===== src/ddc_cfg_pkg.sv =====
package ddc_cfg_pkg;
   // Register indices; the bus byte address is four times the index
   localparam logic [7:0] PATH_ROUTING_CONTROL_ADDR = 8'h24;
   localparam logic [7:0] DECIMATION_CONTROL_ADDR = 8'h25;
   localparam logic [7:0] MIXER_CONTROL_ADDR = 8'h26;
   localparam logic [7:0] PATH_MASK = 8'h3e;
   localparam logic [7:0] DECIM_MASK = 8'hf9;
   localparam logic [7:0] MIXER_MASK = 8'hff;
   localparam logic [7:0] REG_RESET = 8'h00;
   localparam int AVG_BIT = 5;
   localparam int SEL_LSB = 3;
   localparam int INCLUDE_BIT = 2;
   localparam int DEC_EN_BIT = 1;
   localparam int ROUTE_EN_BIT = 7;
   localparam int FACTOR_LSB = 4;
   localparam int REAL_BIT = 3;
   localparam int PHASE_INV_BIT = 0;
   localparam int GAIN_A_LSB = 6;
   localparam int RELOAD_A_BIT = 5;
   localparam int QMIX_A_BIT = 4;
   localparam int GAIN_B_LSB = 2;
   localparam int RELOAD_B_BIT = 1;
   localparam int QMIX_B_BIT = 0;
   localparam logic [2:0] FACTOR_MAX = 3'h5;
   localparam logic [1:0] GAIN_UNUSED = 2'h3;
   typedef enum logic [1:0] {
      SEL_STRAIGHT = 2'b00,
      SEL_BOTH_A = 2'b01,
      SEL_BOTH_B = 2'b10,
      SEL_AVERAGE = 2'b11
   } input_select_e;
   localparam logic [1:0] RESP_OKAY = 2'b00;
   localparam logic [1:0] RESP_SLVERR = 2'b10;
endpackage : ddc_cfg_pkg


===== src/ddc_decimator.sv =====
`timescale 1ns/1ps
module ddc_decimator (
   input wire logic i_clk,
   input wire logic i_rst_n,
   input wire logic i_enable,
   input wire logic [2:0] i_factor,
   output logic o_strobe
);
   logic [4:0] count;
   wire logic [4:0] last = (i_factor <= ddc_cfg_pkg::FACTOR_MAX) ? 5'((6'h1 << i_factor) - 6'h1) : 5'h00;
   wire logic wrap = (count >= last);

   always_ff @(posedge i_clk or negedge i_rst_n) begin
      if (!i_rst_n) begin
         count <= '0;
         o_strobe <= 1'b0;
      end else begin
         count <= (!i_enable || wrap) ? 5'h00 : count + 5'h01;
         o_strobe <= !i_enable || wrap;
      end
   end
endmodule : ddc_decimator


===== src/ddc_path_config.sv =====
// Local design decision: register access over AXI4-Lite.
`timescale 1ns/1ps
module ddc_path_config #(
   parameter int SAMPLE_WIDTH = 16
) (
   // Clock and reset
   input wire logic I_REF_CLK,
   input wire logic I_RST_N,
   // AXI4-Lite write address
   input wire logic I_AWVALID,
   output logic O_AWREADY,
   input wire logic [31:0] I_AWADDR,
   // AXI4-Lite write data
   input wire logic I_WVALID,
   output logic O_WREADY,
   input wire logic [31:0] I_WDATA,
   input wire logic [3:0] I_WSTRB,
   // AXI4-Lite write response
   output logic O_BVALID,
   input wire logic I_BREADY,
   output logic [1:0] O_BRESP,
   // AXI4-Lite read address
   input wire logic I_ARVALID,
   output logic O_ARREADY,
   input wire logic [31:0] I_ARADDR,
   // AXI4-Lite read data
   output logic O_RVALID,
   input wire logic I_RREADY,
   output logic [31:0] O_RDATA,
   output logic [1:0] O_RRESP,
   // Converter samples
   input wire logic [SAMPLE_WIDTH-1:0] I_SAMPLE_A,
   input wire logic [SAMPLE_WIDTH-1:0] I_SAMPLE_B,
   // Downconverter feeds
   output logic [SAMPLE_WIDTH-1:0] O_DDC_A,
   output logic [SAMPLE_WIDTH-1:0] O_DDC_B,
   output logic O_DIGITAL_INCLUDE,
   output logic O_DECIM_STROBE,
   output logic [2:0] O_DECIM_FACTOR,
   output logic O_REAL_DECIMATION,
   output logic O_NCO_PHASE_INVERT,
   // Mixer controls
   output logic [1:0] O_MIX_GAIN_A,
   output logic [1:0] O_MIX_GAIN_B,
   output logic O_NCO_RELOAD_A,
   output logic O_NCO_RELOAD_B,
   output logic O_QUARTER_MIX_A,
   output logic O_QUARTER_MIX_B
);
   initial begin
      if (SAMPLE_WIDTH < 2 || SAMPLE_WIDTH > 32) $error("SAMPLE_WIDTH out of range");
   end

   logic [7:0] path_routing_control;
   logic [7:0] decimation_control;
   logic [7:0] mixer_control;
   logic aw_held;
   logic w_held;
   logic [7:0] aw_addr;
   logic [31:0] w_data;
   logic [3:0] w_strb;
   logic reload_a_prev;
   logic reload_b_prev;
   logic [SAMPLE_WIDTH-1:0] route_a;
   logic [SAMPLE_WIDTH-1:0] route_b;
   logic decim_tick;

   // Write channel capture in either order
   wire logic aw_fire = I_AWVALID && O_AWREADY;
   wire logic w_fire = I_WVALID && O_WREADY;
   wire logic have_aw = aw_held || aw_fire;
   wire logic have_w = w_held || w_fire;
   wire logic [7:0] cur_aw = aw_held ? aw_addr : I_AWADDR[9:2];
   wire logic [31:0] cur_w = w_held ? w_data : I_WDATA;
   wire logic [3:0] cur_strb = w_held ? w_strb : I_WSTRB;
   wire logic do_write = have_aw && have_w && !O_BVALID;
   wire logic aw_upper_ok = (aw_held || (I_AWADDR[31:10] == 22'h000000 && I_AWADDR[1:0] == 2'b00));
   wire logic wr_path = do_write && cur_aw == ddc_cfg_pkg::PATH_ROUTING_CONTROL_ADDR && aw_upper_ok;
   wire logic wr_decim = do_write && cur_aw == ddc_cfg_pkg::DECIMATION_CONTROL_ADDR && aw_upper_ok;
   wire logic wr_mixer = do_write && cur_aw == ddc_cfg_pkg::MIXER_CONTROL_ADDR && aw_upper_ok;
   wire logic wr_hit = wr_path || wr_decim || wr_mixer;
   wire logic [7:0] wbyte = cur_w[7:0];
   wire logic lane0 = cur_strb[0];

   // Read decode
   wire logic ar_fire = I_ARVALID && O_ARREADY;
   wire logic [7:0] ar_low = I_ARADDR[9:2];
   wire logic ar_upper_ok = (I_ARADDR[31:10] == 22'h000000 && I_ARADDR[1:0] == 2'b00);
   wire logic rd_path = ar_upper_ok && ar_low == ddc_cfg_pkg::PATH_ROUTING_CONTROL_ADDR;
   wire logic rd_decim = ar_upper_ok && ar_low == ddc_cfg_pkg::DECIMATION_CONTROL_ADDR;
   wire logic rd_mixer = ar_upper_ok && ar_low == ddc_cfg_pkg::MIXER_CONTROL_ADDR;
   wire logic rd_hit = rd_path || rd_decim || rd_mixer;
   wire logic [7:0] rd_byte = rd_path ? path_routing_control :
      rd_decim ? decimation_control :
      rd_mixer ? mixer_control : 8'h00;

   // Register next values; reserved positions are dropped
   wire logic [7:0] next_path = (wr_path && lane0) ? (wbyte & ddc_cfg_pkg::PATH_MASK) : path_routing_control;
   wire logic [7:0] next_decim = (wr_decim && lane0) ? (wbyte & ddc_cfg_pkg::DECIM_MASK) : decimation_control;
   wire logic [7:0] next_mixer = (wr_mixer && lane0) ? (wbyte & ddc_cfg_pkg::MIXER_MASK) : mixer_control;

   // Field decode
   wire logic avg_en = path_routing_control[ddc_cfg_pkg::AVG_BIT];
   wire logic [1:0] in_sel = path_routing_control[ddc_cfg_pkg::SEL_LSB +: 2];
   wire logic include_path = path_routing_control[ddc_cfg_pkg::INCLUDE_BIT];
   wire logic dec_en = path_routing_control[ddc_cfg_pkg::DEC_EN_BIT];
   wire logic route_en = decimation_control[ddc_cfg_pkg::ROUTE_EN_BIT];
   wire logic [2:0] factor = decimation_control[ddc_cfg_pkg::FACTOR_LSB +: 3];
   wire logic real_sel = decimation_control[ddc_cfg_pkg::REAL_BIT];
   wire logic phase_inv = decimation_control[ddc_cfg_pkg::PHASE_INV_BIT];
   wire logic [1:0] gain_a = mixer_control[ddc_cfg_pkg::GAIN_A_LSB +: 2];
   wire logic [1:0] gain_b = mixer_control[ddc_cfg_pkg::GAIN_B_LSB +: 2];
   wire logic reload_a = mixer_control[ddc_cfg_pkg::RELOAD_A_BIT];
   wire logic reload_b = mixer_control[ddc_cfg_pkg::RELOAD_B_BIT];
   wire logic qmix_a = mixer_control[ddc_cfg_pkg::QMIX_A_BIT];
   wire logic qmix_b = mixer_control[ddc_cfg_pkg::QMIX_B_BIT];

   // Digital path selection; decimation only counts with the path included
   wire logic decim_active = include_path && dec_en;
   wire logic [2:0] factor_eff = (factor <= ddc_cfg_pkg::FACTOR_MAX) ? factor : 3'h0;
   wire logic [SAMPLE_WIDTH-1:0] next_ddc_a = include_path ? route_a : I_SAMPLE_A;
   wire logic [SAMPLE_WIDTH-1:0] next_ddc_b = include_path ? route_b : I_SAMPLE_B;
   // Unused gain code is treated as no gain
   wire logic [1:0] gain_a_eff = (gain_a == ddc_cfg_pkg::GAIN_UNUSED) ? 2'b00 : gain_a;
   wire logic [1:0] gain_b_eff = (gain_b == ddc_cfg_pkg::GAIN_UNUSED) ? 2'b00 : gain_b;
   // Any edge of the reload bit is one reload pulse
   wire logic next_reload_a = reload_a ^ reload_a_prev;
   wire logic next_reload_b = reload_b ^ reload_b_prev;
   // Quarter-rate mixing is a complex operation, idle in real mode
   wire logic next_qmix_a = qmix_a && !real_sel;
   wire logic next_qmix_b = qmix_b && !real_sel;

   ddc_sample_router #(
      .WIDTH(SAMPLE_WIDTH)
   ) u_router (
      .i_clk(I_REF_CLK),
      .i_rst_n(I_RST_N),
      .i_sample_a(I_SAMPLE_A),
      .i_sample_b(I_SAMPLE_B),
      .i_route_enable(route_en),
      .i_select(in_sel),
      .i_average_enable(avg_en),
      .o_ddc_a(route_a),
      .o_ddc_b(route_b)
   );

   ddc_decimator u_decim (
      .i_clk(I_REF_CLK),
      .i_rst_n(I_RST_N),
      .i_enable(decim_active),
      .i_factor(factor_eff),
      .o_strobe(decim_tick)
   );

   // AXI4-Lite handshakes
   always_ff @(posedge I_REF_CLK or negedge I_RST_N) begin
      if (!I_RST_N) begin
         aw_held <= 1'b0;
         w_held <= 1'b0;
         aw_addr <= 8'h00;
         w_data <= 32'h00000000;
         w_strb <= 4'h0;
         O_AWREADY <= 1'b0;
         O_WREADY <= 1'b0;
         O_BVALID <= 1'b0;
         O_BRESP <= ddc_cfg_pkg::RESP_OKAY;
      end else begin
         O_AWREADY <= !have_aw && !O_BVALID;
         O_WREADY <= !have_w && !O_BVALID;
         if (do_write) begin
            aw_held <= 1'b0;
            w_held <= 1'b0;
            O_BVALID <= 1'b1;
            O_BRESP <= wr_hit ? ddc_cfg_pkg::RESP_OKAY : ddc_cfg_pkg::RESP_SLVERR;
            O_AWREADY <= 1'b0;
            O_WREADY <= 1'b0;
         end else begin
            if (aw_fire) begin
               aw_held <= 1'b1;
               // Misaligned or out-of-range addresses become an unmapped index
               aw_addr <= (I_AWADDR[31:10] == 22'h000000 && I_AWADDR[1:0] == 2'b00) ? I_AWADDR[9:2] : 8'hff;
            end
            if (w_fire) begin
               w_held <= 1'b1;
               w_data <= I_WDATA;
               w_strb <= I_WSTRB;
            end
            if (O_BVALID && I_BREADY) begin
               O_BVALID <= 1'b0;
            end
         end
      end
   end

   always_ff @(posedge I_REF_CLK or negedge I_RST_N) begin
      if (!I_RST_N) begin
         O_ARREADY <= 1'b0;
         O_RVALID <= 1'b0;
         O_RDATA <= 32'h00000000;
         O_RRESP <= ddc_cfg_pkg::RESP_OKAY;
      end else begin
         O_ARREADY <= !O_RVALID && !ar_fire;
         if (ar_fire) begin
            O_RVALID <= 1'b1;
            O_RDATA <= {24'h000000, rd_byte};
            O_RRESP <= rd_hit ? ddc_cfg_pkg::RESP_OKAY : ddc_cfg_pkg::RESP_SLVERR;
         end else if (O_RVALID && I_RREADY) begin
            O_RVALID <= 1'b0;
         end
      end
   end

   // Configuration registers
   always_ff @(posedge I_REF_CLK or negedge I_RST_N) begin
      if (!I_RST_N) begin
         path_routing_control <= ddc_cfg_pkg::REG_RESET;
         decimation_control <= ddc_cfg_pkg::REG_RESET;
         mixer_control <= ddc_cfg_pkg::REG_RESET;
      end else begin
         path_routing_control <= next_path;
         decimation_control <= next_decim;
         mixer_control <= next_mixer;
      end
   end

   // Registered outputs
   always_ff @(posedge I_REF_CLK or negedge I_RST_N) begin
      if (!I_RST_N) begin
         reload_a_prev <= 1'b0;
         reload_b_prev <= 1'b0;
         O_DDC_A <= '0;
         O_DDC_B <= '0;
         O_DIGITAL_INCLUDE <= 1'b0;
         O_DECIM_STROBE <= 1'b0;
         O_DECIM_FACTOR <= 3'h0;
         O_REAL_DECIMATION <= 1'b0;
         O_NCO_PHASE_INVERT <= 1'b0;
         O_MIX_GAIN_A <= 2'b00;
         O_MIX_GAIN_B <= 2'b00;
         O_NCO_RELOAD_A <= 1'b0;
         O_NCO_RELOAD_B <= 1'b0;
         O_QUARTER_MIX_A <= 1'b0;
         O_QUARTER_MIX_B <= 1'b0;
      end else begin
         reload_a_prev <= reload_a;
         reload_b_prev <= reload_b;
         O_DDC_A <= next_ddc_a;
         O_DDC_B <= next_ddc_b;
         O_DIGITAL_INCLUDE <= include_path;
         O_DECIM_STROBE <= decim_active ? decim_tick : 1'b1;
         O_DECIM_FACTOR <= decim_active ? factor_eff : 3'h0;
         O_REAL_DECIMATION <= real_sel;
         O_NCO_PHASE_INVERT <= phase_inv;
         O_MIX_GAIN_A <= gain_a_eff;
         O_MIX_GAIN_B <= gain_b_eff;
         O_NCO_RELOAD_A <= next_reload_a;
         O_NCO_RELOAD_B <= next_reload_b;
         O_QUARTER_MIX_A <= next_qmix_a;
         O_QUARTER_MIX_B <= next_qmix_b;
      end
   end

   a_reserved_zero: assert property (@(posedge I_REF_CLK) disable iff (!I_RST_N)
      (path_routing_control & ~ddc_cfg_pkg::PATH_MASK) == 8'h00 && (decimation_control & ~ddc_cfg_pkg::DECIM_MASK) == 8'h00)
      else $error("reserved bit stored");
   a_bypass_path: assert property (@(posedge I_REF_CLK) disable iff (!I_RST_N)
      !include_path |=> O_DDC_A == $past(I_SAMPLE_A) && O_DDC_B == $past(I_SAMPLE_B))
      else $error("bypass path not direct");
   a_straight_route: assert property (@(posedge I_REF_CLK) disable iff (!I_RST_N)
      (include_path && route_en && in_sel == 2'b00) ##1 (include_path && $stable(decimation_control) && $stable(path_routing_control))
      |=> O_DDC_A == $past(I_SAMPLE_A, 2) && O_DDC_B == $past(I_SAMPLE_B, 2))
      else $error("straight route wrong");
   a_both_from_a: assert property (@(posedge I_REF_CLK) disable iff (!I_RST_N)
      (include_path && route_en && in_sel == 2'b01) ##1 (include_path && $stable(decimation_control) && $stable(path_routing_control))
      |=> O_DDC_A == $past(I_SAMPLE_A, 2) && O_DDC_B == $past(I_SAMPLE_A, 2))
      else $error("select 01 wrong");
   a_decim_off: assert property (@(posedge I_REF_CLK) disable iff (!I_RST_N)
      !decim_active |=> O_DECIM_STROBE && O_DECIM_FACTOR == 3'h0)
      else $error("decimator not off");
   a_by_two_rate: assert property (@(posedge I_REF_CLK) disable iff (!I_RST_N)
      (decim_active && factor == 3'h1) ##1 (decim_active && factor == 3'h1 && O_DECIM_STROBE) |=> !O_DECIM_STROBE)
      else $error("decimate by 2 strobe wrong");
   a_real_mode: assert property (@(posedge I_REF_CLK) disable iff (!I_RST_N)
      real_sel |=> O_REAL_DECIMATION && !O_QUARTER_MIX_A && !O_QUARTER_MIX_B)
      else $error("real mode mixing");
   a_phase_invert: assert property (@(posedge I_REF_CLK) disable iff (!I_RST_N)
      1'b1 |=> O_NCO_PHASE_INVERT == $past(phase_inv))
      else $error("phase invert not followed");
   a_gain_code: assert property (@(posedge I_REF_CLK) disable iff (!I_RST_N)
      O_MIX_GAIN_A != 2'b11 && O_MIX_GAIN_B != 2'b11)
      else $error("unused gain code out");
   a_reload_toggle: assert property (@(posedge I_REF_CLK) disable iff (!I_RST_N)
      $changed(reload_a) |=> O_NCO_RELOAD_A)
      else $error("reload pulse wrong");
   a_reload_steady: assert property (@(posedge I_REF_CLK) disable iff (!I_RST_N)
      !$changed(reload_a) |=> !O_NCO_RELOAD_A)
      else $error("reload pulse without toggle");
   a_quarter_mix: assert property (@(posedge I_REF_CLK) disable iff (!I_RST_N)
      (qmix_b && !real_sel) |=> O_QUARTER_MIX_B)
      else $error("quarter mix not enabled");

   c_write_path: cover property (@(posedge I_REF_CLK) wr_path);
   c_average_route: cover property (@(posedge I_REF_CLK) avg_en && route_en && in_sel == 2'b11 && include_path);
   c_decim_32: cover property (@(posedge I_REF_CLK) decim_active && factor == 3'h5 && O_DECIM_STROBE);
   c_read_back: cover property (@(posedge I_REF_CLK) O_RVALID && I_RREADY && O_RDATA != 32'h0);
endmodule : ddc_path_config


===== src/ddc_sample_router.sv =====
`timescale 1ns/1ps
module ddc_sample_router #(
   parameter int WIDTH = 16
) (
   input wire logic i_clk,
   input wire logic i_rst_n,
   input wire logic [WIDTH-1:0] i_sample_a,
   input wire logic [WIDTH-1:0] i_sample_b,
   input wire logic i_route_enable,
   input wire logic [1:0] i_select,
   input wire logic i_average_enable,
   output logic [WIDTH-1:0] o_ddc_a,
   output logic [WIDTH-1:0] o_ddc_b
);
   wire logic [WIDTH:0] sum_ab = {i_sample_a[WIDTH-1], i_sample_a} + {i_sample_b[WIDTH-1], i_sample_b};
   wire logic [WIDTH-1:0] average = sum_ab[WIDTH:1];
   wire logic [WIDTH-1:0] avg_src = i_average_enable ? average : i_sample_a;
   wire logic [1:0] eff_sel = i_route_enable ? i_select : ddc_cfg_pkg::SEL_STRAIGHT;
   wire logic [WIDTH-1:0] next_a = (eff_sel == ddc_cfg_pkg::SEL_BOTH_B) ? i_sample_b :
      (eff_sel == ddc_cfg_pkg::SEL_AVERAGE) ? avg_src : i_sample_a;
   wire logic [WIDTH-1:0] next_b = (eff_sel == ddc_cfg_pkg::SEL_BOTH_A) ? i_sample_a :
      (eff_sel == ddc_cfg_pkg::SEL_AVERAGE) ? avg_src : i_sample_b;

   always_ff @(posedge i_clk or negedge i_rst_n) begin
      if (!i_rst_n) begin
         o_ddc_a <= '0;
         o_ddc_b <= '0;
      end else begin
         o_ddc_a <= next_a;
         o_ddc_b <= next_b;
      end
   end

   a_route_average: assert property (@(posedge i_clk) disable iff (!i_rst_n)
      (i_route_enable && i_select == 2'b11 && i_average_enable) |=> (o_ddc_a == $past(average) && o_ddc_b == o_ddc_a))
      else $error("average not routed to both");
   a_route_disabled: assert property (@(posedge i_clk) disable iff (!i_rst_n)
      !i_route_enable |=> (o_ddc_a == $past(i_sample_a) && o_ddc_b == $past(i_sample_b)))
      else $error("disabled router not straight");
   a_route_both_b: assert property (@(posedge i_clk) disable iff (!i_rst_n)
      (i_route_enable && i_select == 2'b10) |=> (o_ddc_a == $past(i_sample_b) && o_ddc_b == $past(i_sample_b)))
      else $error("select 10 wrong");
endmodule : ddc_sample_router

===== config.mk =====
export PLATFORM = sky130hd
export DESIGN_NAME = ddc_path_config
export DESIGN_NICKNAME = d
export VERILOG_FILES = /design/src/ddc_cfg_pkg.sv /design/src/ddc_decimator.sv /design/src/ddc_path_config.sv /design/src/ddc_sample_router.sv
export SDC_FILE = /design/constraint.sdc
export NUM_CORES = 1
export LEC_CHECK = 0
export BUFFER_PORTS_ARGS = -buffer_cell sky130_fd_sc_hd__buf_4
export CAP_MARGIN = 20
export CORE_UTILIZATION = 30
export DETAILED_ROUTE_END_ITERATION = 16
export GPL_ROUTABILITY_DRIVEN = 0
export PLACE_DENSITY = 0.6
export SLEW_MARGIN = 20
export SYNTH_ARGS = -nofsm -noshare
export SYNTH_HDL_FRONTEND = slang
export SYNTH_SLANG_ARGS = --single-unit

===== constraint.sdc =====
create_clock -name I_REF_CLK -period 3.4 [get_ports I_REF_CLK]
set_clock_uncertainty 0.15 [all_clocks]
set_input_delay 0.34 -clock I_REF_CLK [delete_from_list [all_inputs] [get_ports I_REF_CLK]]
set_output_delay 0.34 -clock I_REF_CLK [all_outputs]
set_load 0.05 [all_outputs]

# After elaboration in Yosys (flattened, before gate mapping)
# Cells that the tools add are included.
[op_classes] n_addsub=3 magnitude_cmp=3 n_eq_ne=11 shift=1 mux=34 bitwise_logic=3 reduce_logical=52
[ops] op="16-bit two-way mux" n=7
[ops] op="8-bit by 6-bit equality test with 1-bit output (second input constant)" n=6
[ops] op="8-bit two-way mux" n=6
[ops] op="22-bit logical NOT" n=2
[ops] op="1-bit logical AND" n=27
[ops] op="16-bit by 16-bit adder with 17-bit output" n=1
[ops] op="1-bit two-way mux" n=12
[ops] op="2-bit two-way mux" n=5
[ops] op="5-bit two-way mux" n=2
[ops] op="2-bit equality test (second input constant)" n=4
[ops] op="1-bit logical OR" n=8
[ops] op="2-bit nonzero test" n=4
[ops] op="1-bit logical NOT" n=7
[ops] op="3-bit <= comparator (second input constant)" n=2
[ops] op="3-bit two-way mux" n=2
[ops] op="5-bit by 1-bit adder with 5-bit output (second input constant)" n=1
[ops] op="5-bit >= comparator" n=1
[ops] op="1-bit by 3-bit left shift with 5-bit output (first input constant)" n=1
[ops] op="5-bit by 1-bit subtractor with 5-bit output (second input constant)" n=1
[ops] op="2-bit logical NOT" n=2
[ops] op="2-bit AND reduction" n=2
[ops] op="2-bit by 1-bit equality test with 1-bit output (second input constant)" n=1
[ops] op="1-bit bitwise XOR" n=2
[ops] op="1-bit inverter" n=1
[totals] reg_bits=142 inputBits=139 out_inout_bits=88 wordCells=142

# Longest topological paths before layout
# Gate-level depths: netlist (run 1).
[logic_depth] depth_word=9 mapped_depth=11 mapped_depth_nobuf=9

# Modules after synthesis
# A second synthesis (run 1) with hierarchy kept.
[unflattened] hier_cells=634 area_unflattened_um2=7096.8
[by_module_without_submodules] mod="ddc_path_config" n_inst=1 cells_per_inst=324 area_each_um2=4355.4 seq_area_each_um2=2552.4
[by_module_without_submodules] mod="ddc_sample_router" n_inst=1 cells_per_inst=265 area_each_um2=2287.2 seq_area_each_um2=800.8
[by_module_without_submodules] mod="ddc_decimator" n_inst=1 cells_per_inst=45 area_each_um2=454.2 seq_area_each_um2=150.1

# Worst setup path before layout (run 1)
# Ideal clock, no wire load.
[synth_timing] path_type="flip-flop to flip-flop" start="register decimation_control[5]" end="register u_decim.count[2]" setup_ps=72 t_arrival_ps=2316 t_required_ps=3178 setup_slack_ps=862 stages_incl_launch_ff=12 n_path_buf=2 synth_period_minus_slack_ps=2538 cell_sequence="dfrtp_1 > clkbuf_1 > nor3_1 > a21oi_1 > ha_1 > clkbuf_1 > ha_1 > a21o_1 > a21o_1 > a21o_1 > a211o_1 > nor2_1"
[synth_via] elab_chain_cells=8 word_cells_on_any_way=9 classes_between="1 x add/sub; 3 x order compare; 1 x shift; 3 x mux; 1 x reduce/logical"
[synth_rtl] element="start: declaration" line_no="ddc_path_config.sv:55" text="logic [7:0] decimation_control;"
[synth_rtl] element="start signal: assignment" line_no="ddc_path_config.sv:217" text="decimation_control <= ddc_cfg_pkg::REG_RESET;"
[synth_rtl] element="start signal: assignment" line_no="ddc_path_config.sv:221" text="decimation_control <= next_decim;"
[synth_rtl] element="3-bit <= comparator" line_no="ddc_path_config.sv:120" text="wire logic [2:0] factor_eff = (factor <= ddc_cfg_pkg::FACTOR_MAX) ? factor : 3'h0;"
[synth_rtl] element="3-bit two-way mux *" line_no="ddc_path_config.sv:120"
[synth_rtl] element="1-bit by 3-bit left shift with 5-bit output" line_no="ddc_decimator.sv:10" text="wire logic [4:0] last = (i_factor <= ddc_cfg_pkg::FACTOR_MAX) ? 5'((6'h1 << i_factor) - 6'h1) : 5'h00;"
[synth_rtl] element="5-bit by 1-bit subtractor with 5-bit output" line_no="ddc_decimator.sv:10"
[synth_rtl] element="5-bit two-way mux *" line_no="ddc_decimator.sv:10"
[synth_rtl] element="5-bit >= comparator *" line_no="ddc_decimator.sv:11" text="wire logic wrap = (count >= last);"
[synth_rtl] element="1-bit logical OR *" line_no="ddc_decimator.sv:18" text="count <= (!i_enable || wrap) ? 5'h00 : count + 5'h01;"
[synth_rtl] element="5-bit two-way mux *" line_no="ddc_decimator.sv:18"
[synth_rtl] element="end signal: assignment" line_no="ddc_decimator.sv:18"
[synth_rtl] element="end: declaration" line_no="ddc_decimator.sv:9" text="logic [4:0] count;"
# Mark *: on every way between the ends. The rest lies on a longest branch, timed or not.
# A chain may end at the register's enable or synchronous reset.

# Worst setup path in the final report (run 1)
[layout_timing] start="input I_SAMPLE_A[1]" end="register u_router.o_ddc_b[15]"
[layout_via] elab_chain_cells=4
[layout_rtl] element="start: declaration" line_no="ddc_path_config.sv:32" text="input wire logic [SAMPLE_WIDTH-1:0] I_SAMPLE_A,"
[layout_rtl] element="16-bit by 16-bit adder with 17-bit output" line_no="ddc_sample_router.sv:15" text="wire logic [WIDTH:0] sum_ab = {i_sample_a[WIDTH-1], i_sample_a} + {i_sample_b[WIDTH-1], i_sample_b};"
[layout_rtl] element="16-bit two-way mux" line_no="ddc_sample_router.sv:17" text="wire logic [WIDTH-1:0] avg_src = i_average_enable ? average : i_sample_a;"
[layout_rtl] element="16-bit two-way mux" line_no="ddc_sample_router.sv:22" text="(eff_sel == ddc_cfg_pkg::SEL_AVERAGE) ? avg_src : i_sample_b;"
[layout_rtl] element="16-bit two-way mux" line_no="ddc_sample_router.sv:21" text="wire logic [WIDTH-1:0] next_b = (eff_sel == ddc_cfg_pkg::SEL_BOTH_A) ? i_sample_a :"
[layout_rtl] element="net u_router.next_b[15]" line_no="ddc_sample_router.sv:21"
[layout_rtl] element="end signal: assignment" line_no="ddc_sample_router.sv:30" text="o_ddc_b <= next_b;"
[layout_rtl] element="end: declaration" line_no="ddc_sample_router.sv:13" text="output logic [WIDTH-1:0] o_ddc_b"
# The timed path passes the listed nets, and every way through them passes these cells.

==> reports/results.ini, run 1 <==
[sta]
fin_hold_viols=0
min_period_ns=2.95
worst-slew-pin-transition_ns=0.961
fmax_mhz=339
tns_ns=0
finalCritPeriodShare_pct=86.8
report.final.slew_viol_count=0
rsz_0062_raised_after_global_routing=false
final-setup-viol-count=0
slew_headroom_pct=35.7

[critical_path]
crit_arrival_ns=3.08
worst_setup_path_endpoint=u_router.o_ddc_b[15]
critical_path_required_ns=3.53
worstSetupPathType=in -> reg
r2r-end=decimation_control[0]
worstSetupPathDepth=11
setup.reg_to_reg.worst_slack_ns=0.70
critical-path-slowest-cell=sky130_fd_sc_hd__dlygate4sd3_1
critical_path_end_type=register
cp_max_fo=4
critPathMaxStageDelay_ns=0.55
critical_path_buf_inv_count=4
setup.worst_path.start=I_SAMPLE_A[1]
rr_startpoint=aw_held
ff2ff_path_depth=5
crit_family=compound AO/OA/AOI/OAI gates
path_cells=dlygate4sd3_1, buf_4, inv_1, fa_1, nor2b_1, o31ai_1, buf_4, a21oi_1, o31ai_1, o41ai_1, o21ai_0
worst_setup_path_start_kind=primary input

[floorplan]
die_h_um=156
full_die_area_um2=24300
area_inside_the_core_boundary_um2=22900
die_w_um=156
start_util_pct=31.0
pin_count=227
core.rowCount=55

[grt]
antenna_found_initial=0
gr-usage-all-layers_pct=15.9
grt_remaining_overflow=0
largest_net_degree_at_the_start_of_global_routing=83
grt_first_pass_wirelength_mm=29.9
first_global_vias=5753

[drt]
drtAntennaViolNets=0
routed_wire_length_per_instance_um=16.1
remaining_drc_errors=0
drtPass1Iterations=5
wl_mm=18.9
drt_iter0_drc=370
via_count=5665
avgViaCountPerCell=4.83

[synthesis]
syn_avg_cell_area_um2=10.9
synth-seq-area-share_pct=49.3
ys_ff_latch=140
synth_async_sr_flop_share_pct=100
yosys_most_used_dff=sky130_fd_sc_hd__dfrtp_1
yosysWarningCount=0
synth-edff-count=0
summed_instance_area_of_the_synthesized_netlist_um2=7110
syn_inst=651
yosys.cell_types.count=61

[clocking]
cts.sink_count=140
worst_setup_hold_path_clk_slew_ns=0.06
ctsHtreeMaxLevel=4
cts_buffer_depth=2
insertion_delay_ns=0.42
cts.repair.resized=0
cts_made_buffers=17
cts_tree=built
clockRootBuffer=sky130_fd_sc_hd__clkbuf_16
postCtsSetupRepairBufs=0

[cells_and_area]
insertedDiodeCount=0
final_util_pct=41.2
area_growth_syn_to_layout_pct=32.9
stdcell_area_um2=9450
fill_cells=2225
final_common_cell=sky130_fd_sc_hd__buf_4
design.final.nets=1010
final_layout_size_suffix_gt1_share_pct=34.4
most-common-layout-cells=sky130_fd_sc_hd__buf_4, sky130_fd_sc_hd__dfrtp_1, sky130_fd_sc_hd__mux2_2, sky130_fd_sc_hd__nand2_1, sky130_fd_sc_hd__a21oi_1
stdcell_count=1174

[power]
finalPower_mw=4.69
powerDensity_nw_per_um2=497
power.leakage_nw=4.27
vdd.ir_drop.worst_v=0.000271

[flow_run]
maxCapViolCount=0

[place]
port-buffer-count=173
detailedPlacementHpwl_mm=13.6
place.detailed.instances=1126
placedInstanceArea_um2=8720

[min_path]
hp-start=I_WSTRB[0]
hold-path-cell-count=2
holdCritPathClass=in -> reg

[outcome]
status=completed

## through the flow
| step | hold WS, ns | worst slack, ns |
|---|---|---|
| 2_1_floorplan | -0.106 | 0.862 |
| 3_3_place_gp | 0.266 | 0.720 |
| 3_5_place_dp | 0.270 | 0.697 |
| 4_1_cts | 0.000276 | 0.549 |
| 5_1_grt | 0.00884 | 0.290 |
| 6_report | 0.0150 | 0.449 |
## routing by layer
layer	share of wire (%)	wire length, µm	GRT usage [%]
met1	45	8530	20.8
met2	46	8750	25.2
met3	6.8	1280	4.31
met4	1.8	342	5.60
met5	0	0	0
## registers in the layout, indices dropped and copies added, names as in the netlist, 2 cells and up
register and cells:
O_DECIM_FACTOR 3, u_router.o_ddc_b 16, O_DDC_A 16, O_MIX_GAIN_A 2, O_DDC_B 16, path_routing_control 5, aw_addr 8, mixer_control 8
w_data 8, u_router.o_ddc_a 16, decimation_control 6, u_decim.count 5, O_MIX_GAIN_B 2, O_RDATA 8
## kinds of logic (layout without fill, tap and decap cells)
kind of cell,count (synthesis),after routing,share of synthesized area (%)
xor+xnor,14,14,1.73
buf+inv,64,249,4.98
mux,79,79,12.7
fa+ha+maj,23,23,4.15
flops,140,140,49.3
compound gates,146,146,13.4
other cells,1,26,0.0528
simple gates,184,184,13.7
## worst min-delay path by stage
stage	endpoint
5_1_grt	w_strb[0]
6_report	w_strb[0]
3_3_place_gp	O_NCO_PHASE_INVERT
4_1_cts	u_router.o_ddc_b[8]
3_5_place_dp	O_DECIM_STROBE
2_1_floorplan	O_ARREADY
## Yosys cell counts (7+ instances only)
| cell type | number | area share, % |
|---|---|---|
| sky130_fd_sc_hd__nor2_1 | 30 | 1.6 |
| sky130_fd_sc_hd__a22oi_1 | 9 | 0.95 |
| sky130_fd_sc_hd__o21ai_0 | 34 | 2.4 |
| sky130_fd_sc_hd__o31ai_1 | 7 | 0.74 |
| sky130_fd_sc_hd__mux2i_1 | 9 | 1.3 |
| sky130_fd_sc_hd__nor3_1 | 11 | 0.77 |
| sky130_fd_sc_hd__nand3_1 | 16 | 1.1 |
| sky130_fd_sc_hd__dfrtp_1 | 140 | 49 |
| sky130_fd_sc_hd__nor4_1 | 12 | 1.1 |
| sky130_fd_sc_hd__nand2_1 | 52 | 2.7 |
| sky130_fd_sc_hd__xor2_1 | 10 | 1.2 |
| sky130_fd_sc_hd__clkbuf_1 | 20 | 1.1 |
| sky130_fd_sc_hd__ha_1 | 22 | 3.9 |
| sky130_fd_sc_hd__mux2_2 | 64 | 10 |
| sky130_fd_sc_hd__nor3b_1 | 7 | 0.74 |
| sky130_fd_sc_hd__nor2b_1 | 15 | 1.3 |
| sky130_fd_sc_hd__inv_1 | 13 | 0.69 |
| sky130_fd_sc_hd__o22a_1 | 8 | 0.99 |
| sky130_fd_sc_hd__buf_4 | 26 | 2.7 |
| sky130_fd_sc_hd__a21oi_1 | 42 | 3.0 |
| sky130_fd_sc_hd__nand2b_1 | 9 | 0.79 |
## report_power, final
group / total [mW] / switching [mW] / internal (mW)
clock: 1.77 / 0.740 / 1.03
combinational: 1.03 / 0.615 / 0.414
sequential: 1.89 / 0.0875 / 1.80
## timing repair
item | in CTS | in global routing
endpoints found under the setup margin | 0 | 0
hold buffers | 16 | 0
endpoints found under the hold margin | 96 | 0
## area by class of cell
type	instances	area, µm²	area share [%]
multi-input combinational	472	3340	35.4
clock inverter	12	115	1.22
inverter	14	52.6	0.556
clock buffer	20	447	4.73
sequential	140	3500	37.1
tap	313	392	4.15
timing repair buffer	203	1590	16.9
Power figures use the tool's default switching activity.
==> run 2, diff against run 1 <==
--- a/config.mk
+++ b/config.mk
@@ -7,10 +7,11 @@
 export LEC_CHECK = 0
 export BUFFER_PORTS_ARGS = -buffer_cell sky130_fd_sc_hd__buf_4
 export CAP_MARGIN = 20
+export CORE_MARGIN = 5
 export CORE_UTILIZATION = 30
 export DETAILED_ROUTE_END_ITERATION = 16
 export GPL_ROUTABILITY_DRIVEN = 0
-export PLACE_DENSITY = 0.6
+export PLACE_DENSITY = 0.55
 export SLEW_MARGIN = 20
 export SYNTH_ARGS = -nofsm -noshare
 export SYNTH_HDL_FRONTEND = slang
==> run 2 against run 1 <==
Compared with the run above: core utilization shrank 0.71 points; clock power is essentially flat; sequential power about the same; first-iteration DRC count rose by 1.1%; design area is 0.36% higher; wire length grew 1.7%; via count down 1.9%; maximum frequency up 1.3%; setup slack gained 0.039 ns; non-clock buffer count rose by 2; critical path type unchanged; largest cell class unchanged; largest power group unchanged.
==> reports/results.ini, run 2 (same netlist as run 1, synthesis figures left out) <==
[floorplan]
pin_count=227  ; unchanged
die_w_um=164  ; +5.1%
die_h_um=164  ; +5.1%
core.rowCount=56  ; +1.8%
start_util_pct=30.4  ; -0.64 points
full_die_area_um2=26900  ; +11%
area_inside_the_core_boundary_um2=23400  ; +2.1%

[cells_and_area]
insertedDiodeCount=0  ; unchanged
final_layout_size_suffix_gt1_share_pct=34.1  ; -0.31 points
area_growth_syn_to_layout_pct=33.4
design.final.nets=1012  ; +0.20%
final_common_cell=sky130_fd_sc_hd__buf_4
stdcell_count=1182  ; +0.68%
most-common-layout-cells=sky130_fd_sc_hd__buf_4, sky130_fd_sc_hd__dfrtp_1, sky130_fd_sc_hd__mux2_2, sky130_fd_sc_hd__nand2_1, sky130_fd_sc_hd__a21oi_1
stdcell_area_um2=9480  ; +0.36%

[critical_path]
critical_path_end_type=register
cp_max_fo=4  ; unchanged
worstSetupPathType=in -> reg
critical_path_required_ns=3.53  ; about the same
worst_setup_path_start_kind=primary input
crit_arrival_ns=3.04  ; -0.04 ns

[drt]
wl_mm=19.2  ; +1.7%
via_count=5559  ; -1.9%
drtPass1Iterations=4  ; -1
avgViaCountPerCell=4.70  ; -2.5%
routed_wire_length_per_instance_um=16.3  ; +1.1%
drtAntennaViolNets=0  ; unchanged
remaining_drc_errors=0  ; unchanged
drt_iter0_drc=374  ; +1.1%

[place]
placedInstanceArea_um2=8710  ; -0.17%
port-buffer-count=173  ; unchanged
detailedPlacementHpwl_mm=14.3  ; +5.2%
place.detailed.instances=1129  ; +0.27%

[grt]
first_global_vias=5622  ; -2.3%
antenna_found_initial=0  ; unchanged
grt_first_pass_wirelength_mm=30.7  ; +2.7%
largest_net_degree_at_the_start_of_global_routing=61  ; -27%
gr-usage-all-layers_pct=14.6  ; -1.3 points
grt_remaining_overflow=0  ; unchanged

[min_path]
holdCritPathClass=in -> reg

[sta]
final-setup-viol-count=0  ; unchanged
slew_headroom_pct=48.4  ; +13 points
finalCritPeriodShare_pct=85.6  ; -1.2 points
report.final.slew_viol_count=0  ; unchanged
fin_hold_viols=0  ; unchanged
fmax_mhz=343  ; +1.3%
worst-slew-pin-transition_ns=0.774  ; -0.186 ns
min_period_ns=2.91  ; -0.0391 ns
rsz_0062_raised_after_global_routing=false
tns_ns=0  ; unchanged

[power]
finalPower_mw=4.69  ; about the same
power.leakage_nw=4.26  ; about the same
vdd.ir_drop.worst_v=0.000234  ; -14%
powerDensity_nw_per_um2=495  ; -0.32%

[clocking]
cts.sink_count=140  ; unchanged
ctsHtreeMaxLevel=4  ; unchanged
cts.repair.resized=0  ; unchanged
clockRootBuffer=sky130_fd_sc_hd__clkbuf_16
cts_buffer_depth=2  ; unchanged
cts_made_buffers=17  ; unchanged
insertion_delay_ns=0.42  ; about the same
cts_tree=built
worst_setup_hold_path_clk_slew_ns=0.06  ; about the same

[flow_run]
maxCapViolCount=0  ; unchanged

[outcome]
status=completed

-- run 2: cell count changes in the layout (fill, tap and decap cells not counted) --
cell                            before  now
sky130_fd_sc_hd__clkinv_4            3    2
sky130_fd_sc_hd__clkinvlp_4          3    5
sky130_fd_sc_hd__clkinv_2            2    3
sky130_fd_sc_hd__inv_6               3    2
sky130_fd_sc_hd__dlygate4sd3_1      16   21
sky130_fd_sc_hd__buf_4             184  181
sky130_fd_sc_hd__clkbuf_1            2    1
-- run 2: final cells by class --
type / count / area, µm²
tap: 319 / 399
sequential: 140 / 3500
fill: 2313 / 13900
timing repair buffer: 205 / 1620
multi-input combinational: 472 / 3340
clock inverter: 13 / 118
inverter: 14 / 52.6
clock buffer: 19 / 443
-- run 2: layer usage --
layer,track usage (%),vias to the layer above,wire length (µm)
li1,-,2706,-
met2,22.3,180,8660
met3,3.16,22,1270
met4,5.26,0,343
met5,0,-,0
met1,20.5,2651,8970
-- run 2: what timing repair did --
| action | CTS | global route |
|---|---|---|
| hold endpoints to repair | 78 | 0 |
| hold buffers | 21 | 0 |
| buffers inserted | 0 | 0 |
-- run 2: per-stage QoR --
step | util (%) | hold slack, ns | setup WS [ns]
finish | 40.5 | 0.0159 | 0.488
CTS | 40.5 | 0.00151 | 0.536
global route | 40.5 | 0.0192 | 0.322
detailed placement | 37.2 | 0.220 | 0.662
floorplan | - | -0.106 | 0.862
global placement | 37.2 | 0.221 | 0.710
-- run 2: path summary, 6_finish.rpt --
check                                             to  slack, ns  cells after the start     startpoint
max in group asynchronous        u_router.o_ddc_a[6]       1.96                      3        I_RST_N
min in group asynchronous            O_QUARTER_MIX_B       0.32                      2        I_RST_N
worst max register to register      mixer_control[2]       0.71                      5        aw_held
worst max-delay path            u_router.o_ddc_b[15]       0.49                     11  I_SAMPLE_A[1]
worst min-delay path             u_router.o_ddc_a[7]       0.02                      3  I_SAMPLE_A[7]
worst min register to register        O_NCO_RELOAD_A       0.28                      1  reload_a_prev
-- run 2: power by group --
group          internal, mW  switching [mW]
sequential             1.80          0.0858
clock                  1.03           0.745
combinational         0.418           0.615
-- run 2: critical path: stages --
cell,delay (ns)
sky130_fd_sc_hd__dlygate4sd3_1,0.55
sky130_fd_sc_hd__buf_4,0.13
sky130_fd_sc_hd__inv_1,0.08
sky130_fd_sc_hd__fa_1,0.44
sky130_fd_sc_hd__nor2b_1,0.25
sky130_fd_sc_hd__o31ai_1,0.10
sky130_fd_sc_hd__buf_4,0.15
sky130_fd_sc_hd__a21oi_1,0.24
sky130_fd_sc_hd__o31ai_1,0.20
sky130_fd_sc_hd__o41ai_1,0.41
sky130_fd_sc_hd__o21ai_0,0.15
==> run 3, diff against run 2 <==
--- a/config.mk
+++ b/config.mk
@@ -5,13 +5,14 @@
 export SDC_FILE = /design/constraint.sdc
 export NUM_CORES = 1
 export LEC_CHECK = 0
+export ABC_AREA = 1
 export BUFFER_PORTS_ARGS = -buffer_cell sky130_fd_sc_hd__buf_4
 export CAP_MARGIN = 20
 export CORE_MARGIN = 5
 export CORE_UTILIZATION = 30
 export DETAILED_ROUTE_END_ITERATION = 16
 export GPL_ROUTABILITY_DRIVEN = 0
-export PLACE_DENSITY = 0.55
+export PLACE_DENSITY = 0.54
 export SLEW_MARGIN = 20
 export SYNTH_ARGS = -nofsm -noshare
 export SYNTH_HDL_FRONTEND = slang
==> constraint.sdc (replaced) <==
create_clock -name I_REF_CLK -period 3.7 [get_ports I_REF_CLK]
set_clock_uncertainty 0.15 [all_clocks]
set_input_delay 0.37 -clock I_REF_CLK [delete_from_list [all_inputs] [get_ports I_REF_CLK]]
set_output_delay 0.37 -clock I_REF_CLK [all_outputs]
set_load 0.05 [all_outputs]
==> run 3 against run 2 <==
Compared with the run above: wire length rose by 6.5%; die area rose by 6.8%; total power rose by 0.73%; first-iteration DRC count rose by 20%; sequential share of layout area fell by 1.4 points; sequential power fell by 5%; critical path depth rose by 1.
==> reports/results.ini, run 3 <==
[place]
detailedPlacementHpwl_mm=15.0  ; +5.0%
place.detailed.instances=1468  ; +30%
port-buffer-count=173  ; unchanged

[synthesis]
summed_instance_area_of_the_synthesized_netlist_um2=7620  ; +7.2%
yosys.cell_types.count=47  ; -23%
post-synth-top-area-cell=sky130_fd_sc_hd__dfrtp_1
synth-seq-area-share_pct=46.0  ; -3.3 points
ys_ff_latch=140  ; unchanged
synth-edff-count=0  ; unchanged
yosys_most_used_dff=sky130_fd_sc_hd__dfrtp_1
top_post_synthesis_cells_by_area=sky130_fd_sc_hd__dfrtp_1, sky130_fd_sc_hd__nand2_1, sky130_fd_sc_hd__inv_1
post-synth-top-count-cell=sky130_fd_sc_hd__nand2_1
yosysTopAreaCellShare_pct=46.0  ; -3.3 points
netlist_top_cells_count=sky130_fd_sc_hd__nand2_1, sky130_fd_sc_hd__inv_1, sky130_fd_sc_hd__dfrtp_1, sky130_fd_sc_hd__o21ai_0, sky130_fd_sc_hd__nor2_1
yosysWarningCount=0  ; unchanged
synth_async_sr_flop_share_pct=100  ; unchanged
syn_avg_cell_area_um2=7.74  ; -29%
syn_inst=984  ; +51%

[drt]
avgViaCountPerCell=4.46  ; -5.3%
wl_mm=20.5  ; +6.5%
drtAntennaViolNets=0  ; unchanged
routed_wire_length_per_instance_um=13.6  ; -16%
drtPass1Iterations=5  ; +1
drt_iter0_drc=450  ; +20%
via_count=6696  ; +20%
remaining_drc_errors=0  ; unchanged

[cells_and_area]
final_common_cell=sky130_fd_sc_hd__nand2_1
final_layout_size_suffix_gt1_share_pct=21.6  ; -12 points
final_util_pct=39.2  ; -1.3 points
area_growth_syn_to_layout_pct=29.2
design.final.nets=1322  ; +31%
stdcell_count=1503  ; +27%
insertedDiodeCount=0  ; unchanged
most-common-layout-cells=sky130_fd_sc_hd__nand2_1, sky130_fd_sc_hd__buf_4, sky130_fd_sc_hd__inv_1, sky130_fd_sc_hd__dfrtp_1, sky130_fd_sc_hd__o21ai_0

[clocking]
ctsHtreeMaxLevel=4  ; unchanged
cts_tree=built
clockRootBuffer=sky130_fd_sc_hd__clkbuf_16
cts_buffer_depth=2  ; unchanged
insertion_delay_ns=0.42  ; about the same
cts.sink_count=140  ; unchanged
worst_setup_hold_path_clk_slew_ns=0.06  ; about the same
cts_made_buffers=17  ; unchanged
postCtsSetupRepairBufs=0  ; unchanged

[grt]
grt_first_pass_wirelength_mm=32.8  ; +6.9%
antenna_found_initial=0  ; unchanged
first_global_vias=6416  ; +14%
gr-usage-all-layers_pct=14.3  ; -0.27 points
largest_net_degree_at_the_start_of_global_routing=97  ; +59%
grt_remaining_overflow=0  ; unchanged

[critical_path]
path_cells=inv_1, nor2_1, inv_1, nand3_1, ha_1, ha_1, a21boi_0, o21a_1, o21a_1, o21ai_0, nand2_1, nor2_1
rr_startpoint=decimation_control[6]
r2r-end=u_decim.count[0]
critical-path-slowest-cell=sky130_fd_sc_hd__dfrtp_1
worstSetupPathType=reg -> reg
ff2ff_path_depth=12  ; +7
worst_setup_path_start_kind=register
crit_arrival_ns=2.64  ; -0.40 ns
cp_max_fo=6  ; +2
critical_path_end_type=register
critPathMaxStageDelay_ns=0.44  ; -0.11 ns
setup.reg_to_reg.worst_slack_ns=1.27  ; +0.56 ns
critical_path_required_ns=3.91  ; +0.38 ns

[sta]
finalHoldWorstSlack_ns=0.0285  ; +0.0126 ns
final-setup-viol-count=0  ; unchanged
finalCritPeriodShare_pct=65.6
rsz_0062_raised_after_global_routing=false
fin_hold_viols=0  ; unchanged
tns_ns=0  ; unchanged
fmax_mhz=412
worst-slew-pin-transition_ns=0.922  ; +0.148 ns
report.final.slew_viol_count=0  ; unchanged
min_period_ns=2.43
slew_headroom_pct=38.5  ; -9.8 points

[floorplan]
die_w_um=169  ; +3.3%
start_util_pct=30.3  ; about the same
core.rowCount=58  ; +3.6%
pin_count=227  ; unchanged
die_h_um=169  ; +3.3%
area_inside_the_core_boundary_um2=25100  ; +7.3%
full_die_area_um2=28700  ; +6.8%

[flow_run]
maxCapViolCount=0  ; unchanged

[min_path]
hp-start=I_AWADDR[2]
worstHoldEndpoint=aw_addr[0]
hold-path-cell-count=3  ; unchanged
holdCritPathClass=in -> reg

[power]
power.leakage_nw=5.16  ; +21%
finalPower_mw=4.73  ; +0.73%
powerDensity_nw_per_um2=480  ; -3.0%
vdd.ir_drop.worst_v=0.000243  ; +3.9%

[outcome]
status=completed

run 3: worst max-delay path by stage:
stage                                     start               end  slack (ns)
final                     decimation_control[6]  u_decim.count[0]        1.27
after global routing      decimation_control[4]  u_decim.count[0]        1.01
after CTS                 decimation_control[4]  u_decim.count[0]        1.25
after detailed placement  decimation_control[4]  u_decim.count[0]        1.29
after global placement    decimation_control[6]  u_decim.count[0]        1.31
after floorplan           decimation_control[6]  u_decim.count[0]        1.42
run 3: kinds of logic after synthesis:
family	synth area share, %
and+or+nand+nor	23.9
buffers and inverters	11.5
AOI/OAI and AO/OA	13.0
DFF	46.0
adders and majority gates	3.88
xor gates and xnor gates	1.26
muxes	0.476
other	0.0492
run 3: timing repair:
| item | in CTS | in global routing |
|---|---|---|
| resized for setup | 0 | 0 |
| endpoints found under the hold margin | 97 | 0 |
| hold buffers | 3 | 0 |
run 3: metrics by stage:
stage	worst slack (ns)	instance area [µm²]
floorplan	1.42	7710
global placement	1.31	9200
detailed placement	1.29	9200
CTS	1.25	9850
global route	1.01	9850
finish	1.27	9850
run 3: critical path: cells and delay by family, from the launching register on:
kind                       cells  cell delay (ns)
DFF                            1             0.44
adders and majority gates      2             0.54
AOI/OAI and AO/OA              4             0.58
buffers and inverters          2             0.21
and+or+nand+nor                4             0.42
run 3: power by group:
| part | internal (mW) | total [mW] | switching (mW) |
|---|---|---|---|
| combinational | 0.371 | 1.14 | 0.765 |
| sequential | 1.69 | 1.80 | 0.104 |
| clock | 1.07 | 1.79 | 0.720 |
| total | 3.14 | 4.73 | 1.59 |
run 3: cell type report:
cell class                 instances  area [µm²]
multi-input combinational        666        3340
sequential                       140        3500
clock inverter                    15         188
fill                            2630       15300
inverter                         150         566
clock buffer                      17         425
tap                              330         413
timing repair buffer             185        1410
run 3: metal layers:
layer | GRT usage, % | vias to the layer above | routed length (µm)
li1 | - | 3397 | -
met1 | 20.2 | 3076 | 9860
met2 | 21.9 | 203 | 8960
met3 | 3.40 | 20 | 1400
met4 | 4.24 | 0 | 251
met5 | 0 | - | 0
